### src/hdl/txsir_pkg.sv
// Register map, field positions, timing constants and carrier types of the transmit status block.
package txsir_pkg;

   ////////////////////////////////////////////////////////////////////////////////
   // Register indices; the Wishbone byte address is four times the index.
   localparam logic [8:0] IDX_WMARK = 9'h187;
   localparam logic [8:0] IDX_EXPCTL = 9'h18A;
   localparam logic [8:0] IDX_SUPP = 9'h18B;
   localparam logic [8:0] IDX_SYNC = 9'h18E;
   localparam logic [8:0] IDX_LS1 = 9'h190;
   localparam logic [8:0] IDX_LS2 = 9'h191;
   localparam logic [8:0] IDX_LS3 = 9'h192;
   localparam logic [8:0] IDX_SUM = 9'h19F;
   localparam logic [8:0] IDX_MSK1 = 9'h1A0;
   localparam logic [8:0] IDX_MSK2 = 9'h1A1;
   localparam logic [8:0] IDX_MSK3 = 9'h1A2;
   localparam logic [8:0] IDX_MODE = 9'h1F8;

   // Reset value and writable-bit masks.
   localparam logic [7:0] REG_RESET = 8'h00;
   localparam logic [7:0] WMARK_BITS = 8'h03;
   localparam logic [7:0] EXPCTL_BITS = 8'h07;
   localparam logic [7:0] SYNC_BITS = 8'h0F;
   localparam logic [7:0] LS2_BITS = 8'h1F;
   localparam logic [7:0] LS3_BITS = 8'h01;
   localparam logic [7:0] MODE_BITS = 8'h0F;

   // Field positions.
   localparam int EXP_EN = 0;
   localparam int SC_RESYNC = 0;
   localparam int SC_AUTODIS = 1;
   localparam int SC_EN = 2;
   localparam int SC_CRC = 3;
   localparam int LS1_LOSS = 0;
   localparam int LS1_LOSSCLR = 1;
   localparam int LS1_MF = 2;
   localparam int LS1_ALIGN = 3;
   localparam int LS1_SLC = 4;
   localparam int LS1_SLIP = 5;
   localparam int LS1_EMPTY = 6;
   localparam int LS1_FULL = 7;
   localparam int LS2_NF = 0;
   localparam int LS2_LWM = 1;
   localparam int LS2_MEND = 2;
   localparam int LS2_UDR = 3;
   localparam int LS2_FDL = 4;
   localparam int LS3_LATCH = 0;
   localparam int LS3_LIVE = 1;
   localparam int MODE_E1 = 0;
   localparam int MODE_ESF = 1;
   localparam int MODE_SLC = 2;
   localparam int MODE_PIN = 3;

   // Packet FIFO depth and low watermark levels in bytes.
   localparam logic [6:0] FIFO_DEPTH = 7'h40;
   localparam logic [6:0] WM_LEVEL0 = 7'h04;
   localparam logic [6:0] WM_LEVEL1 = 7'h10;
   localparam logic [6:0] WM_LEVEL2 = 7'h20;
   localparam logic [6:0] WM_LEVEL3 = 7'h30;

   ////////////////////////////////////////////////////////////////////////////////
   // Timing: frame-based periods and the transmit clock watchdog.
   localparam int FRAME_NS = 125000;
   localparam int ALIGN_NS = 250000;
   localparam int MF_D4_NS = 1500000;
   localparam int MF_ESF_NS = 3000000;
   localparam int MF_E1_NS = 2000000;
   localparam logic [6:0] SLC_FRAMES = 7'h48;
   localparam logic [6:0] ALIGN_FRAMES = 7'(ALIGN_NS / FRAME_NS);
   localparam logic [6:0] MF_D4_FRAMES = 7'(MF_D4_NS / FRAME_NS);
   localparam logic [6:0] MF_ESF_FRAMES = 7'(MF_ESF_NS / FRAME_NS);
   localparam logic [6:0] MF_E1_FRAMES = 7'(MF_E1_NS / FRAME_NS);
   localparam int CLK_PERIOD_NS = 20;
   localparam int TXCLK_PERIOD_NS = 648;
   localparam int LOSS_PERIODS = 3;
   localparam logic [6:0] LOSS_CYC =
      7'((LOSS_PERIODS * TXCLK_PERIOD_NS + CLK_PERIOD_NS - 1) / CLK_PERIOD_NS);

   ////////////////////////////////////////////////////////////////////////////////
   // Carrier types.
   typedef struct packed {
      logic esFullDelete;
      logic esEmptyRepeat;
      logic frameStart;
      logic fdlShiftedOut;
      logic fifoDrained;
      logic endMarked;
      logic messageDone;
      logic syncSearching;
      logic [6:0] fifoLevel;
   } txsir_events_t;

   typedef struct packed {
      logic enable;
      logic crcSearch;
      logic autoResync;
      logic resyncStart;
   } txsir_sync_ctl_t;

   typedef enum logic [1:0] {
      CLK_PRESENT = 2'b01,
      CLK_LOST = 2'b10
   } txsir_clk_state_t;

endpackage : txsir_pkg

### src/hdl/txsir_regs.sv
// Transmit control, latched status, mask and interrupt logic behind a Wishbone slave.
//
// Notes on behaviour
// - Test pattern port is active only while expansion control bit 0 is one.
// - Suppress bit set removes that channel bit; bit 7 is channel bit 8.
// - CRC-4 multiframe search runs in E1 mode only when control bit 3 is one.
// - Synchronizer runs only while control bit 2 is one.
// - Control bit 1 zero means auto resync on; one means auto resync off.
// - Rising edge of control bit 0 starts one resync; host toggles for more.
// - First latched status bits hold until host clears; each can interrupt.
// - Bit 7 sets on elastic store full delete, bit 6 on empty repeat.
// - Bit 5 sets on any elastic store slip.
// - T1, when enabled: bit 4 sets once per 72-frame SLC-96 multiframe.
// - E1: bit 3 sets every 250 us for align-frame updates.
// - Bit 2 sets per multiframe: 1.5 ms D4, 3 ms ESF, 2 ms E1.
// - Bit 0 sets after ~3 idle transmit clock periods; bit 1 when clock returns.
// - Loss bit clearable while loss persists; loss pin stays high meanwhile.
// - Interrupt goes low on unmasked set, high when nothing unmasked remains.
// - T1: packet status bit 4 sets when data link register shifted 8 bits.
// - Bit 3 sets on FIFO underrun and sends abort; bit 2 on message end.
// - Bit 1 sets on rising edge of FIFO below low watermark.
// - Bit 0 sets on rising edge of FIFO not full.
// - Sync status bit 1 is live searching; bit 0 latches searching.
// - Summary register shows live pending state of each latched register.
// - First mask bit one lets the matching status bit interrupt.
// - Watermark select 00/01/10/11 means 4/16/32/48 bytes.
// - Packet mask register gates its status bits one for one; sync mask bit 0 gates only sync status bit 0.
//
// Register access over Wishbone was decided locally.
`timescale 1ns/1ps
`default_nettype none

module txsir_regs (
   // Clock and reset.
   input wire logic clk,
   input wire logic rst,
   // Wishbone classic slave.
   input wire logic wbCyc,
   input wire logic wbStb,
   input wire logic wbWe,
   input wire logic [10:0] wbAdr,
   input wire logic [3:0] wbSel,
   input wire logic [31:0] wbDatIn,
   output logic [31:0] wbDatOut,
   output logic wbAck,
   // Events and levels from the transmit datapath.
   input wire txsir_pkg::txsir_events_t txEvents,
   input wire logic txLineClockIn,
   // Control and status outputs.
   output var txsir_pkg::txsir_sync_ctl_t syncCtl,
   output logic testPortActive,
   output logic [7:0] testPortBitUse,
   output logic sendAbort,
   output logic clockLossPin,
   output logic intN
);
   import txsir_pkg::*;

   logic wbAck_q;
   logic [7:0] rdData_q;
   logic [7:0] rdByte;
   logic reqValid;
   logic wrEn;
   logic [8:0] regIdx;
   logic [7:0] wrData;
   logic [7:0] wmark_q;
   logic [7:0] expCtl_q;
   logic [7:0] supp_q;
   logic [7:0] syncCtrl_q;
   logic [7:0] mode_q;
   logic [7:0] msk1_q;
   logic [7:0] msk2_q;
   logic [7:0] msk3_q;
   logic [7:0] ls1_q;
   logic [7:0] ls2_q;
   logic [7:0] ls3_q;
   logic [7:0] ls1Set;
   logic [7:0] ls2Set;
   logic [7:0] ls3Set;
   logic [7:0] ls1_d;
   logic [7:0] ls2_d;
   logic [7:0] ls3_d;
   logic pend1;
   logic pend2;
   logic pend3;
   logic intN_q;
   logic isE1;
   logic [6:0] mfCnt_q;
   logic [6:0] slcCnt_q;
   logic [6:0] alignCnt_q;
   logic [6:0] mfLen;
   logic mfWrap;
   logic slcWrap;
   logic alignWrap;
   logic txClkMeta_q;
   logic txClkSync_q;
   logic txClkPrev_q;
   logic txClkEdge;
   logic [6:0] idleCnt_q;
   txsir_clk_state_t clkState_q;
   logic lostPrev_q;
   logic lossRose;
   logic lossFell;
   logic clockLossPin_q;
   logic [6:0] wmLevel;
   logic belowMark;
   logic notFull;
   logic belowPrev_q;
   logic notFullPrev_q;
   logic underrun;
   logic sendAbort_q;
   logic syncLive;
   logic resyncPrev_q;
   txsir_sync_ctl_t syncCtl_q;
   logic [7:0] testPortBitUse_q;
   logic testPortActive_q;

   ////////////////////////////////////////////////////////////////////////////////
   // Bus decode. Only byte lane 0 carries register data; other lanes are ignored.
   assign reqValid = wbCyc & wbStb & ~wbAck_q;
   assign wrEn = reqValid & wbWe & wbSel[0];
   assign regIdx = wbAdr[10:2];
   assign wrData = wbDatIn[7:0];
   assign isE1 = mode_q[MODE_E1];

   // Ack one cycle after the request; gating with ack makes it a single pulse.
   always_ff @(posedge clk) begin
      if (rst) begin
         wbAck_q <= 1'b0;
      end else begin
         wbAck_q <= reqValid;
      end
   end

   // Read data is captured with the ack; unmapped indices read as zero.
   always_ff @(posedge clk) begin
      if (rst) begin
         rdData_q <= REG_RESET;
      end else if (reqValid && !wbWe) begin
         rdData_q <= rdByte;
      end
   end

   // Read multiplexer; the summary register is live, not stored.
   always_comb begin
      rdByte = REG_RESET;
      case (regIdx)
         IDX_WMARK: rdByte = wmark_q;
         IDX_EXPCTL: rdByte = expCtl_q;
         IDX_SUPP: rdByte = supp_q;
         IDX_SYNC: rdByte = syncCtrl_q;
         IDX_LS1: rdByte = ls1_q;
         IDX_LS2: rdByte = ls2_q;
         IDX_LS3: rdByte = ls3_q;
         IDX_SUM: rdByte = {5'h00, pend3, pend2, pend1};
         IDX_MSK1: rdByte = msk1_q;
         IDX_MSK2: rdByte = msk2_q;
         IDX_MSK3: rdByte = msk3_q;
         IDX_MODE: rdByte = mode_q;
         default: rdByte = REG_RESET;
      endcase
   end

   assign wbAck = wbAck_q;
   assign wbDatOut = {24'h000000, rdData_q};

   ////////////////////////////////////////////////////////////////////////////////
   // Plain read/write control registers.
   always_ff @(posedge clk) begin
      if (rst) begin
         wmark_q <= REG_RESET;
         expCtl_q <= REG_RESET;
         supp_q <= REG_RESET;
         syncCtrl_q <= REG_RESET;
         mode_q <= REG_RESET;
         msk1_q <= REG_RESET;
         msk2_q <= REG_RESET;
         msk3_q <= REG_RESET;
      end else if (wrEn) begin
         case (regIdx)
            IDX_WMARK: wmark_q <= wrData & WMARK_BITS;
            IDX_EXPCTL: expCtl_q <= wrData & EXPCTL_BITS;
            IDX_SUPP: supp_q <= wrData;
            IDX_SYNC: syncCtrl_q <= wrData & SYNC_BITS;
            IDX_MODE: mode_q <= wrData & MODE_BITS;
            IDX_MSK1: msk1_q <= wrData;
            IDX_MSK2: msk2_q <= wrData & LS2_BITS;
            IDX_MSK3: msk3_q <= wrData & LS3_BITS;
            default: ;
         endcase
      end
   end

   ////////////////////////////////////////////////////////////////////////////////
   // Test pattern port: enable and per-bit suppress, bit n of the mask is channel bit n+1.
   always_ff @(posedge clk) begin
      if (rst) begin
         testPortActive_q <= 1'b0;
         testPortBitUse_q <= REG_RESET;
      end else begin
         testPortActive_q <= expCtl_q[EXP_EN];
         testPortBitUse_q <= expCtl_q[EXP_EN] ? ~supp_q : REG_RESET;
      end
   end

   assign testPortActive = testPortActive_q;
   assign testPortBitUse = testPortBitUse_q;

   a_test_port_off: assert property (@(posedge clk) disable iff (rst)
      !expCtl_q[EXP_EN] |=> (testPortBitUse == 8'h00 && !testPortActive))
      else $error("Test port used while disabled.");

   a_suppress_map: assert property (@(posedge clk) disable iff (rst)
      expCtl_q[EXP_EN] |=> (testPortBitUse == ~$past(supp_q)))
      else $error("Suppress mask not applied bit for bit.");

   ////////////////////////////////////////////////////////////////////////////////
   // Synchronizer control. The resync strobe only fires while the synchronizer runs.
   always_ff @(posedge clk) begin
      if (rst) begin
         resyncPrev_q <= 1'b0;
         syncCtl_q <= '0;
      end else begin
         resyncPrev_q <= syncCtrl_q[SC_RESYNC];
         syncCtl_q.enable <= syncCtrl_q[SC_EN];
         syncCtl_q.crcSearch <= syncCtrl_q[SC_CRC] & syncCtrl_q[SC_EN] & isE1;
         syncCtl_q.autoResync <= ~syncCtrl_q[SC_AUTODIS] & syncCtrl_q[SC_EN];
         syncCtl_q.resyncStart <= syncCtrl_q[SC_RESYNC] & ~resyncPrev_q & syncCtrl_q[SC_EN];
      end
   end

   assign syncCtl = syncCtl_q;

   a_resync_edge: assert property (@(posedge clk) disable iff (rst)
      ($rose(syncCtrl_q[SC_RESYNC]) && syncCtrl_q[SC_EN]) |=> syncCtl.resyncStart ##1 !syncCtl.resyncStart)
      else $error("Resync strobe missing or longer than one cycle.");

   a_crc_gate: assert property (@(posedge clk) disable iff (rst)
      syncCtl.crcSearch |-> $past(isE1 && syncCtrl_q[SC_CRC] && syncCtrl_q[SC_EN]))
      else $error("CRC-4 search active outside E1 or without its bit.");

   ////////////////////////////////////////////////////////////////////////////////
   // Frame counters for the periodic status events.
   always_comb begin
      mfLen = MF_D4_FRAMES;
      if (isE1) begin
         mfLen = MF_E1_FRAMES;
      end else if (mode_q[MODE_ESF]) begin
         mfLen = MF_ESF_FRAMES;
      end
   end

   assign mfWrap = txEvents.frameStart & (mfCnt_q >= mfLen - 7'h01);
   assign slcWrap = txEvents.frameStart & (slcCnt_q >= SLC_FRAMES - 7'h01);
   assign alignWrap = txEvents.frameStart & (alignCnt_q >= ALIGN_FRAMES - 7'h01);

   always_ff @(posedge clk) begin
      if (rst) begin
         mfCnt_q <= 7'h00;
         slcCnt_q <= 7'h00;
         alignCnt_q <= 7'h00;
      end else if (txEvents.frameStart) begin
         mfCnt_q <= mfWrap ? 7'h00 : mfCnt_q + 7'h01;
         slcCnt_q <= slcWrap ? 7'h00 : slcCnt_q + 7'h01;
         alignCnt_q <= alignWrap ? 7'h00 : alignCnt_q + 7'h01;
      end
   end

   ////////////////////////////////////////////////////////////////////////////////
   // Transmit clock watchdog. The pin is synchronised; edges are taken from the second and third stages.
   always_ff @(posedge clk) begin
      if (rst) begin
         txClkMeta_q <= 1'b0;
         txClkSync_q <= 1'b0;
         txClkPrev_q <= 1'b0;
      end else begin
         txClkMeta_q <= txLineClockIn;
         txClkSync_q <= txClkMeta_q;
         txClkPrev_q <= txClkSync_q;
      end
   end

   assign txClkEdge = txClkSync_q ^ txClkPrev_q;

   // Idle counter saturates at the loss threshold, so it cannot wrap back to present.
   always_ff @(posedge clk) begin
      if (rst) begin
         idleCnt_q <= 7'h00;
         clkState_q <= CLK_PRESENT;
      end else begin
         if (txClkEdge) begin
            idleCnt_q <= 7'h00;
         end else if (idleCnt_q != LOSS_CYC) begin
            idleCnt_q <= idleCnt_q + 7'h01;
         end
         case (clkState_q)
            CLK_PRESENT: begin
               if (!txClkEdge && idleCnt_q == LOSS_CYC - 7'h01) begin
                  clkState_q <= CLK_LOST;
               end
            end
            CLK_LOST: begin
               if (txClkEdge) begin
                  clkState_q <= CLK_PRESENT;
               end
            end
            default: clkState_q <= CLK_PRESENT;
         endcase
      end
   end

   // The pin follows the live condition, independent of the latched bit.
   always_ff @(posedge clk) begin
      if (rst) begin
         lostPrev_q <= 1'b0;
         clockLossPin_q <= 1'b0;
      end else begin
         lostPrev_q <= (clkState_q == CLK_LOST);
         clockLossPin_q <= (clkState_q == CLK_LOST) & mode_q[MODE_PIN];
      end
   end

   assign lossRose = (clkState_q == CLK_LOST) & ~lostPrev_q;
   assign lossFell = (clkState_q == CLK_PRESENT) & lostPrev_q;
   assign clockLossPin = clockLossPin_q;

   a_loss_timeout: assert property (@(posedge clk) disable iff (rst)
      (clkState_q == CLK_PRESENT && !txClkEdge && idleCnt_q == LOSS_CYC - 7'h01) |=> ##1 ls1_q[LS1_LOSS])
      else $error("Loss of transmit clock not latched after timeout.");

   a_loss_pin: assert property (@(posedge clk) disable iff (rst)
      (clkState_q == CLK_LOST && mode_q[MODE_PIN]) |=> clockLossPin)
      else $error("Loss pin low while clock still lost.");

   ////////////////////////////////////////////////////////////////////////////////
   // Packet FIFO levels and underrun handling.
   always_comb begin
      case (wmark_q[1:0])
         2'h0: wmLevel = WM_LEVEL0;
         2'h1: wmLevel = WM_LEVEL1;
         2'h2: wmLevel = WM_LEVEL2;
         2'h3: wmLevel = WM_LEVEL3;
         default: wmLevel = WM_LEVEL0;
      endcase
   end

   assign belowMark = txEvents.fifoLevel < wmLevel;
   assign notFull = txEvents.fifoLevel < FIFO_DEPTH;
   assign underrun = txEvents.fifoDrained & ~txEvents.endMarked;

   // Previous levels reset high: an empty FIFO after reset is no new edge.
   always_ff @(posedge clk) begin
      if (rst) begin
         belowPrev_q <= 1'b1;
         notFullPrev_q <= 1'b1;
         sendAbort_q <= 1'b0;
      end else begin
         belowPrev_q <= belowMark;
         notFullPrev_q <= notFull;
         sendAbort_q <= underrun;
      end
   end

   assign sendAbort = sendAbort_q;
   assign syncLive = txEvents.syncSearching & syncCtrl_q[SC_EN];

   ////////////////////////////////////////////////////////////////////////////////
   // Set terms of the latched status registers.
   always_comb begin
      ls1Set = 8'h00;
      ls1Set[LS1_FULL] = txEvents.esFullDelete;
      ls1Set[LS1_EMPTY] = txEvents.esEmptyRepeat;
      ls1Set[LS1_SLIP] = txEvents.esFullDelete | txEvents.esEmptyRepeat;
      ls1Set[LS1_SLC] = ~isE1 & mode_q[MODE_SLC] & slcWrap;
      ls1Set[LS1_ALIGN] = isE1 & alignWrap;
      ls1Set[LS1_MF] = mfWrap;
      ls1Set[LS1_LOSSCLR] = lossFell;
      ls1Set[LS1_LOSS] = lossRose;
      ls2Set = 8'h00;
      ls2Set[LS2_FDL] = ~isE1 & txEvents.fdlShiftedOut;
      ls2Set[LS2_UDR] = underrun;
      ls2Set[LS2_MEND] = txEvents.messageDone;
      ls2Set[LS2_LWM] = belowMark & ~belowPrev_q;
      ls2Set[LS2_NF] = notFull & ~notFullPrev_q;
      ls3Set = 8'h00;
      ls3Set[LS3_LATCH] = syncLive;
   end

   // Write-one-to-clear with the set term taking priority over the clear.
   always_comb begin
      ls1_d = ls1_q;
      ls2_d = ls2_q;
      ls3_d = ls3_q;
      if (wrEn && regIdx == IDX_LS1) begin
         ls1_d = ls1_q & ~wrData;
      end
      if (wrEn && regIdx == IDX_LS2) begin
         ls2_d = ls2_q & ~wrData;
      end
      if (wrEn && regIdx == IDX_LS3) begin
         ls3_d = ls3_q & ~wrData;
      end
      ls1_d = ls1_d | ls1Set;
      ls2_d = (ls2_d | ls2Set) & LS2_BITS;
      ls3_d = ((ls3_d | ls3Set) & LS3_BITS) | {6'h00, syncLive, 1'b0};
   end

   always_ff @(posedge clk) begin
      if (rst) begin
         ls1_q <= REG_RESET;
         ls2_q <= REG_RESET;
         ls3_q <= REG_RESET;
      end else begin
         ls1_q <= ls1_d;
         ls2_q <= ls2_d;
         ls3_q <= ls3_d;
      end
   end

   a_ls1_set_wins: assert property (@(posedge clk) disable iff (rst)
      (|ls1Set) |=> ((ls1_q & $past(ls1Set)) == $past(ls1Set)))
      else $error("Latched event lost.");

   a_ls1_w1c: assert property (@(posedge clk) disable iff (rst)
      (wrEn && regIdx == IDX_LS1) |=> ((ls1_q & $past(wrData & ~ls1Set)) == 8'h00))
      else $error("Write of one did not clear latched bit.");

   a_ls1_holds: assert property (@(posedge clk) disable iff (rst)
      (!(wrEn && regIdx == IDX_LS1)) |=> ((ls1_q & $past(ls1_q)) == $past(ls1_q)))
      else $error("Latched bit dropped without a clear.");

   a_mf_boundary: assert property (@(posedge clk) disable iff (rst)
      mfWrap |=> ls1_q[LS1_MF])
      else $error("Multiframe boundary not latched.");

   a_nf_edge: assert property (@(posedge clk) disable iff (rst)
      (notFull && !notFullPrev_q) |=> ls2_q[LS2_NF])
      else $error("Not-full edge not latched.");

   ////////////////////////////////////////////////////////////////////////////////
   // Masking, summary and the active-low interrupt output.
   assign pend1 = |(ls1_q & msk1_q);
   assign pend2 = |(ls2_q & msk2_q);
   assign pend3 = |(ls3_q & msk3_q & LS3_BITS);

   always_ff @(posedge clk) begin
      if (rst) begin
         intN_q <= 1'b1;
      end else begin
         intN_q <= ~(pend1 | pend2 | pend3);
      end
   end

   assign intN = intN_q;

   a_int_low: assert property (@(posedge clk) disable iff (rst)
      (pend1 || pend2 || pend3) |=> !intN)
      else $error("Interrupt not asserted for unmasked status.");

   a_int_high: assert property (@(posedge clk) disable iff (rst)
      (((ls1_q & msk1_q) == 8'h00) && !pend2 && !pend3) |=> intN)
      else $error("Interrupt asserted with all sources masked or clear.");

endmodule : txsir_regs

`default_nettype wire

### config.mk
export PLATFORM = sky130hd
export DESIGN_NAME = txsir_regs
export DESIGN_NICKNAME = d
export VERILOG_FILES = /design/src/hdl/txsir_pkg.sv /design/src/hdl/txsir_regs.sv
export SDC_FILE = /design/constraint.sdc
export NUM_CORES = 1
export LEC_CHECK = 0
export BUFFER_PORTS_ARGS = -buffer_cell sky130_fd_sc_hd__buf_2
export CAP_MARGIN = 20
export CORE_MARGIN = 2
export CORE_UTILIZATION = 50
export CTS_CLUSTER_DIAMETER = 150
export DETAILED_ROUTE_END_ITERATION = 12
export PLACE_DENSITY = 0.85
export SLEW_MARGIN = 15
export SYNTH_ARGS = -nofsm -noshare
export SYNTH_HDL_FRONTEND = slang
export SYNTH_SLANG_ARGS = --single-unit
### constraint.sdc
create_clock -name clk -period 2 [get_ports clk]
set_input_delay 0.4 -clock clk [delete_from_list [all_inputs] [get_ports clk]]
set_output_delay 0.4 -clock clk [all_outputs]
set_load 0.005 [all_outputs]
==> impl_metrics.json, run 1 <==
{
  "status": "finished, final reports clean",
  "fmax_ghz": 0.536,
  "rsz0062_at_grt": "false",
  "wl_um": 13000,
  "cp-end-kind": "register",
  "leakagePower_nw": 2.57,
  "final_common_cell": "dfxtp_1",
  "cp.required_ns": 2.29,
  "cts_tree": "built",
  "setup_viol": 0,
  "cts_buffers": 9,
  "syn_to_final_growth_pct": 14.6,
  "fp.dieH_um": 106,
  "mostFrequentLayoutCells": "dfxtp_1, nor2_1, buf_2, nand2_1, a21oi_1",
  "drtIter0Drc": 400,
  "worst_r2r_path_depth": 6,
  "cp_slowest_stage_delay_ns": 0.43,
  "cts_sinks": 112,
  "startpoint_type": "register",
  "synth-seq-area-share_pct": 43.0,
  "drive_gt1_share_pct": 19.3,
  "first_pass_iters": 5,
  "ir_worst_vdd_mv": 0.448,
  "grt_max_degree": 58,
  "grt_pass1_wl_um": 20700,
  "yosysWarnings": 0,
  "maxSlewViolCount": 0,
  "vias": 4553,
  "holdPathStages": 2,
  "vias_per_cell": 5.59,
  "wire_per_inst_um": 15.9,
  "syn-cell-area_um2": 5220,
  "ioPinCount": 117,
  "r2r-start": "alignCnt_q[1]$_SDFFE_PP0P_",
  "clk_path_buf_depth": 2,
  "clock_latency_ns": 0.38,
  "pre_cts_ws_ns": 0.0512,
  "dp_hpwl_um": 9510,
  "min_from": "txEvents[9]",
  "fin_crit_ns": 1.87,
  "drv_cap": 0,
  "synthArstFlopShare_pct": 0,
  "synth_cells": 599,
  "start_util_pct": 51.0,
  "nets": 756,
  "grt.total_usage_pct": 23.3,
  "hold_ws_ns": 0.191,
  "portBuffers": 61,
  "cts-hold-fix-buffers": 0,
  "hp-class": "in2reg",
  "fin_crit_sh_pct": 93.3,
  "arrival_ns": 2.16,
  "ant_nets": 0,
  "p_per_area_nw_per_um2": 693,
  "cts_max_level": 3,
  "die-area_um2": 11300,
  "cts_root_buffer": "clkbuf_8",
  "r2r-end": "alignCnt_q[1]$_SDFFE_PP0P_",
  "r2r_slack_ns": 0.13,
  "tns_ns": 0,
  "n_fill_cell": 927,
  "skew_ns": 0.0177,
  "holdPathEnd": "sendAbort$_SDFF_PP0_",
  "worstSetupPathType": "reg2reg",
  "die_w_um": 106,
  "drc_errors": 0,
  "clkSlewWorstSetupHoldPaths_ns": 0.10,
  "ys_ff_latch": 112,
  "fp-row-count": 37,
  "cp_slowest_cell": "dfxtp_1",
  "yosys_most_used_dff": "dfxtp_1",
  "hold_viol_final": 0,
  "fp.coreArea_um2": 10200,
  "place_congestion": 0.944,
  "path_cells": "inv_1 -> ha_1 -> nor4_1 -> a21oi_1 -> or2_2 -> a211oi_1",
  "grt_pass1_vias": 4167,
  "fin_ws_ns": 0.135,
  "grt_overflow_total": 0,
  "post_synth_num_cell_types": 63,
  "avgSynthCellArea_um2": 8.71,
  "antenna_cells": 0,
  "synth_edf_count": 0,
  "cp_max_fo": 7,
  "antenna_found_initial": 0
}
timing repair:
| item | CTS | global route |
|---|---|---|
| buffers inserted | 0 | 0 |
| resized for setup | 0 | 1 |
| setup endpoints to repair | 0 | 1 |
synthesized netlist by cell type (all sizes together), types with 7 or more instances:
library cell	number	area, um^2
nand4	16	100
nand3	43	225
clkbuf	14	52.6
ha	14	175
inv	17	63.8
o21ai	18	90.1
nand2	60	225
dfxtp	112	2240
and3	7	43.8
nor2	68	263
xnor2	8	70.1
buf	39	263
xor2	14	123
nor2b	12	75.1
a22oi	7	52.6
a21oi	44	220
mux2i	19	190
cell families after synthesis:
family                     count (synthesis)  synth area share (%)
adders and majority gates                 14                  3.36
buffers and inverters                     70                  7.26
and+or+nand+nor                          248                  24.7
DFF                                      112                  43.0
muxes                                     23                  4.51
AOI/OAI and AO/OA                        108                  13.4
xor gates and xnor gates                  22                  3.69
other                                      2                 0.144
power by group:
group | switching (mW) | internal (mW)
clock network | 0.775 | 0.752
registers | 0.0381 | 2.26
logic | 0.192 | 0.123
critical path: cells and delay by family, from the launching register on:
kind	cells	cell delay, ns
AO/OA/AOI/OAI	2	0.41
adder cells (fa/ha/maj)	1	0.19
buffers and inverters	1	0.08
flip-flops	1	0.43
AND/OR/NAND/NOR	2	0.66
sequential cells by signal (all words and copies together), names as in the netlist, 2 cells and up:
| signal | cells |
|---|---|
| ls3_q | 2 |
| supp_q | 8 |
| syncCtl | 4 |
| msk1_q | 8 |
| idleCnt_q | 7 |
| testPortBitUse | 8 |
| ls1_q | 8 |
| clkState_q | 2 |
| syncCtrl_q | 4 |
| expCtl_q | 3 |
| slcCnt_q | 7 |
| wmark_q | 2 |
| alignCnt_q | 7 |
| mode_q | 4 |
| msk2_q | 5 |
| ls2_q | 5 |
| mfCnt_q | 7 |
| rdData_q | 8 |
stage by stage:
| stage | cell area (um^2) | instances | utilization (%) | total power, mW |
|---|---|---|---|---|
| 5_1_grt | 5980 | 815 | 58.5 | 4.29 |
| 3_3_place_gp | 5750 | 799 | 56.2 | 2.65 |
| 2_1_floorplan | 5310 | 623 | - | 2.56 |
| 6_report | 5980 | 815 | 58.5 | 4.14 |
| 4_1_cts | 5980 | 815 | 58.4 | 4.16 |
| 3_5_place_dp | 5750 | 799 | 56.2 | 2.66 |
routing by layer:
metal  vias up  track usage, %  wire length [um]
met5         -               0                 0
met4         0            9.30               295
met3        29            4.11               825
met2       167            38.0              6200
met1      2166            30.5              5640
li1       2191               -                 -
layout make-up:
cell class	instances	area, um^2	area share [%]
flip-flops and latches	112	2240	37.5
clock buffers	11	141	2.36
well taps	136	170	2.84
repair buffers	93	583	9.75
inverters	17	63.8	1.07
multi-input cells	441	2690	45.0
clock inverters	5	87.6	1.46
how the worst max path moves through the flow:
stage                                from                         end  cells past startpoint
5_1_grt            mode_q[1]$_SDFFE_PP0P_     mfCnt_q[4]$_SDFFE_PP0P_                      8
3_3_place_gp                     wbAdr[2]    rdData_q[4]$_SDFFE_PP0P_                      7
6_report       alignCnt_q[1]$_SDFFE_PP0P_  alignCnt_q[1]$_SDFFE_PP0P_                      6
4_1_cts        alignCnt_q[1]$_SDFFE_PP0P_  alignCnt_q[1]$_SDFFE_PP0P_                      6
2_1_floorplan                    wbAdr[2]    rdData_q[0]$_SDFFE_PP0P_                      7
3_5_place_dp                     wbAdr[6]    rdData_q[2]$_SDFFE_PP0P_                      8
Power figures use the tool's default switching activity.
==> run 2, diff against run 1 <==
- ABC_AREA: unset -> 1
- CORE_MARGIN: 2 -> unset
==> impl_metrics.json, run 2 <==
{
  "holdPathStages": 2,
  "ir_worst_vdd_mv": 0.336,
  "clk_path_buf_depth": 2,
  "post_synth_num_cell_types": 43,
  "fp-row-count": 36,
  "grt.total_usage_pct": 22.1,
  "p_per_area_nw_per_um2": 681,
  "yosysTopAreaCellShare_pct": 43.3,
  "dp_hpwl_um": 8840,
  "grt_overflow_total": 0,
  "drv_cap": 0,
  "leakagePower_nw": 2.57,
  "clock_latency_ns": 0.37,
  "tns_ns": 0,
  "vias": 4641,
  "pre_cts_ws_ns": 0.199,
  "first_pass_iters": 5,
  "fin_crit_sh_pct": 86.5,
  "ys_ff_latch": 112,
  "avgSynthCellArea_um2": 7.42,
  "cts_tree": "built",
  "grt_max_degree": 21,
  "clkSlewWorstSetupHoldPaths_ns": 0.10,
  "drc_errors": 0,
  "post_cts.repair.setup_buffers": 0,
  "fp.coreArea_um2": 9910,
  "holdPathEnd": "notFullPrev_q$_SDFF_PP1_",
  "cts_root_buffer": "clkbuf_8",
  "cts-hold-fix-buffers": 0,
  "startpoint_type": "register",
  "cts_max_level": 3,
  "cts_resized": 0,
  "synthTopCellsByArea": "dfxtp_1, nand2_1, nor2_1",
  "r2r-start": "wbAck$_SDFF_PP0_",
  "cp_max_fo": 16,
  "ioPinCount": 117,
  "status": "finished, final reports clean",
  "synthArstFlopShare_pct": 0,
  "worst_r2r_path_depth": 7,
  "cts_buffers": 9,
  "r2r_slack_ns": 0.27,
  "yosys_most_used_dff": "dfxtp_1",
  "hp-class": "in2reg",
  "portBuffers": 61,
  "die_w_um": 104,
  "cp-end-kind": "register",
  "synth_cells": 699,
  "cts_sinks": 112,
  "maxSlewViolCount": 0,
  "cp.required_ns": 2.31,
  "min_from": "txEvents[6]",
  "syn-cell-area_um2": 5180,
  "place_congestion": 0.965,
  "wire_per_inst_um": 13.0,
  "r2r-end": "msk1_q[3]$_SDFFE_PP0P_",
  "fp.dieH_um": 104,
  "fin_crit_ns": 1.73,
  "antenna_cells": 0,
  "syn_to_final_growth_pct": 11.3,
  "rsz0062_at_grt": "false",
  "antenna_found_initial": 0,
  "drtIter0Drc": 354,
  "nets": 850,
  "worstSetupPathType": "reg2reg",
  "final_common_cell": "nand2_1",
  "die-area_um2": 10800,
  "setup_viol": 0,
  "grt_pass1_wl_um": 19400,
  "synth-seq-area-share_pct": 43.3,
  "synth_edf_count": 0,
  "skew_ns": 0.0111,
  "wl_um": 11800,
  "yosysWarnings": 0,
  "fin_ws_ns": 0.269,
  "synth_top_cell_by_area": "dfxtp_1",
  "yosysMostFrequentCell": "nand2_1",
  "ant_nets": 0,
  "final_util_pct": 58.2,
  "vias_per_cell": 5.12,
  "synth_common_cells": "nand2_1, dfxtp_1, nor2_1",
  "start_util_pct": 52.3,
  "fmax_ghz": 0.578,
  "hold_viol_final": 0,
  "drive_gt1_share_pct": 15.3,
  "arrival_ns": 2.04,
  "mostFrequentLayoutCells": "nand2_1, dfxtp_1, nor2_1, inv_1, a21oi_1",
  "grt_pass1_vias": 4263
}
run 2: changes by cell type after synthesis, moves of 8 or more:
cell     before  now
inv_1        17   76
nor3_1        2   16
nand2_1      60  135
buf_2         9    1
a21oi_1      44   62
nor2b_1      12    0
o21ai_0      11   41
nor2_1       67   83
mux2i_1      19    0
run 2: cell families (layout without fill, tap and decap cells):
group | Yosys count | in the layout | share of synthesized area [%]
and+or+nand+nor | 320 | 320 | 27.6
adders and majority gates | 14 | 14 | 3.38
buffers and inverters | 117 | 167 | 10.8
xor gates and xnor gates | 11 | 11 | 1.86
DFF | 112 | 112 | 43.3
AOI/OAI and AO/OA | 123 | 123 | 13.0
other | 2 | 26 | 0.145
run 2: worst max path at each step:
stage | slack (ns) | cells after the start | to | start
detailed placement | 0.20 | 7 | expCtl_q[1]$_SDFFE_PP0P_ | wbCyc
global placement | 0.22 | 7 | expCtl_q[1]$_SDFFE_PP0P_ | wbCyc
finish | 0.27 | 7 | msk1_q[3]$_SDFFE_PP0P_ | wbAck$_SDFF_PP0_
floorplan | 0.54 | 9 | mfCnt_q[0]$_SDFFE_PP0P_ | mode_q[0]$_SDFFE_PP0P_
CTS | 0.28 | 7 | msk1_q[7]$_SDFFE_PP0P_ | wbAck$_SDFF_PP0_
global route | 0.09 | 6 | supp_q[7]$_SDFFE_PP0P_ | wbAck$_SDFF_PP0_
run 2: metrics by stage:
step                hold slack, ns  power [mW]  cell area (um^2)  instances
global placement             0.380        2.61              5570        890
finish                       0.218        3.93              5770        906
detailed placement           0.389        2.61              5570        890
floorplan                    0.374        2.53              5270        723
CTS                          0.211        3.94              5770        906
global route                 0.212        4.08              5770        906
run 2: layer usage:
layer	up-vias	share of wire [%]	global-route usage, %
met1	2096	44	27.5
li1	2353	-	-
met2	159	46	36.3
met5	-	0	0
met4	0	3.4	10.1
met3	33	6.5	4.85
run 2: cell type report:
class	instances	area (um^2)
Inverter	79	303
Fill cell	933	4140
Sequential cell	112	2240
Clock inverter	4	52.6
Tap cell	133	166
Clock buffer	12	145
Timing Repair Buffer	72	388
Multi-Input combinational cell	494	2470
run 2: report_power, final:
group          leakage [nW]  switching [mW]  internal, mW
Sequential            0.907          0.0259          2.26
Combinational          1.56           0.186        0.0928
Clock                 0.101           0.740         0.621
Total                  2.57           0.952          2.97
run 2: critical path: stages, from the launching register on:
cell and delay, ns:
dfxtp_1 0.32, nand3b_1 0.26, nor2_2 0.35, buf_4 0.25, nand2_2 0.07, clkinv_2 0.18, o21ai_0 0.12, a21oi_1 0.12
==> run 3, diff against run 2 <==
- RECOVER_POWER: unset -> 25
==> impl_metrics.json, run 3 (synthesized netlist as in run 2, its figures left out) <==
{
  "cts_tree": "built",
  "final_util_pct": 58.0,
  "final_common_cell": "nand2_1",
  "grt.total_usage_pct": 22.1,
  "hp-class": "in2reg",
  "power_frac_seq_pct": 58.2,
  "r2r-start": "wbAck$_SDFF_PP0_",
  "startpoint_type": "primary input",
  "start_util_pct": 52.3,
  "cts_sinks": 112,
  "vias_per_cell": 5.13,
  "p_per_area_nw_per_um2": 683,
  "slew_headroom_pct": 32.8,
  "ir_worst_vdd_mv": 0.339,
  "dp.cells": 890,
  "r2r_slack_ns": 0.26,
  "cp.required_ns": 2.25,
  "grt_overflow_total": 0,
  "min_from": "txEvents[6]",
  "clkSlewWorstSetupHoldPaths_ns": 0.09,
  "vias": 4648,
  "grt_max_degree": 21,
  "fp-row-count": 36,
  "grt_pass1_wl_um": 19400,
  "leakagePower_nw": 2.54,
  "comb_power_share_pct": 7.0,
  "nets": 850,
  "critPathCapture": "testPortBitUse[7]$_SDFF_PP0_",
  "ant_nets": 0,
  "clk_path_buf_depth": 2,
  "drive_gt1_share_pct": 14.2,
  "mostFrequentLayoutCells": "nand2_1, dfxtp_1, nor2_1, inv_1, a21oi_1",
  "fp.coreArea_um2": 9910,
  "status": "finished, final reports clean",
  "die_w_um": 104,
  "r2r-end": "msk1_q[3]$_SDFFE_PP0P_",
  "post_cts.repair.setup_buffers": 0,
  "antenna_found_initial": 0,
  "drtIter0Drc": 288,
  "fin_ws_ns": 0.212,
  "wl_um": 11800,
  "cp-end-kind": "register",
  "cts-hold-fix-buffers": 0,
  "wire_per_inst_um": 13.0,
  "cts_root_buffer": "clkbuf_8",
  "rsz0062_at_grt": "false",
  "cp-startpoint": "rst",
  "fin_crit_sh_pct": 89.4,
  "switchingPower_uw": 957,
  "clkPwrFrac_pct": 34.8,
  "syn_to_final_growth_pct": 10.9,
  "holdPathStages": 2,
  "first_pass_iters": 6,
  "internal_power_mw": 2.97,
  "drc_errors": 0,
  "ioPinCount": 117,
  "portBuffers": 61,
  "tns_ns": 0,
  "arrival_ns": 2.04,
  "switching_share_pct": 24.4,
  "worst_r2r_path_depth": 7,
  "grt_pass1_vias": 4263,
  "worst_pin_slew_ns": 1.01,
  "clock_latency_ns": 0.37,
  "skew_ns": 0.0117,
  "maxSlewViolCount": 0,
  "fp.dieH_um": 104,
  "cp_max_fo": 20,
  "worstSetupPathType": "in2reg",
  "place_congestion": 0.965,
  "drv_cap": 0,
  "cts_max_level": 3,
  "dp_hpwl_um": 8840,
  "power_mw": 3.93,
  "cts_resized": 0,
  "final_cells": 906,
  "setup_viol": 0,
  "pre_cts_ws_ns": 0.199,
  "fin_crit_ns": 1.79,
  "hold_viol_final": 0,
  "cts_buffers": 9,
  "die-area_um2": 10800,
  "antenna_cells": 0,
  "fmax_ghz": 0.559
}
-- run 3: critical path, cell delays in order --
cell and delay (ns):
clkbuf_1 0.34, clkbuf_1 0.80, nor2_1 0.15, inv_1 0.27, nor2_1 0.08
-- run 3: metal layers --
layer  vias up  GRT usage, %  part of all wire (%)
met3        30          4.85                   6.4
met2       158          36.3                    46
met1      2106          27.5                    44
met5         -             0                     0
met4         0          10.1                   3.4
li1       2354             -                     -
-- run 3: stage by stage --
step / instance area [um^2] / hold WS, ns
finish: 5750 / 0.215
global route: 5750 / 0.212
CTS: 5770 / 0.211
detailed placement: 5570 / 0.389
global placement: 5570 / 0.380
floorplan: 5270 / 0.374
-- run 3: how the worst min path moves through the flow --
| stage | slack (ns) | end |
|---|---|---|
| after floorplan | 0.37 | syncCtl[0]$_SDFF_PP0_ |
| after global placement | 0.38 | syncCtl[0]$_SDFF_PP0_ |
| after detailed placement | 0.39 | syncCtl[0]$_SDFF_PP0_ |
| after CTS | 0.21 | notFullPrev_q$_SDFF_PP1_ |
| after global routing | 0.21 | txClkMeta_q$_SDFF_PP0_ |
| final | 0.22 | notFullPrev_q$_SDFF_PP1_ |
-- run 3: power by group through the flow --
stage	Combinational (mW)	Sequential, mW	Clock, mW
after floorplan	0.200	2.33	0
after global placement	0.271	2.34	0
after detailed placement	0.275	2.34	0
after CTS	0.277	2.29	1.38
after global routing	0.310	2.29	1.47
final	0.274	2.29	1.37
-- run 3: final cells by class --
class / instances / area [um^2]
clock buffer: 12 / 145
tap: 133 / 166
inverter: 79 / 303
timing repair buffer: 72 / 365
sequential: 112 / 2240
clock inverter: 4 / 52.6
fill: 940 / 4160
multi-input combinational: 494 / 2470
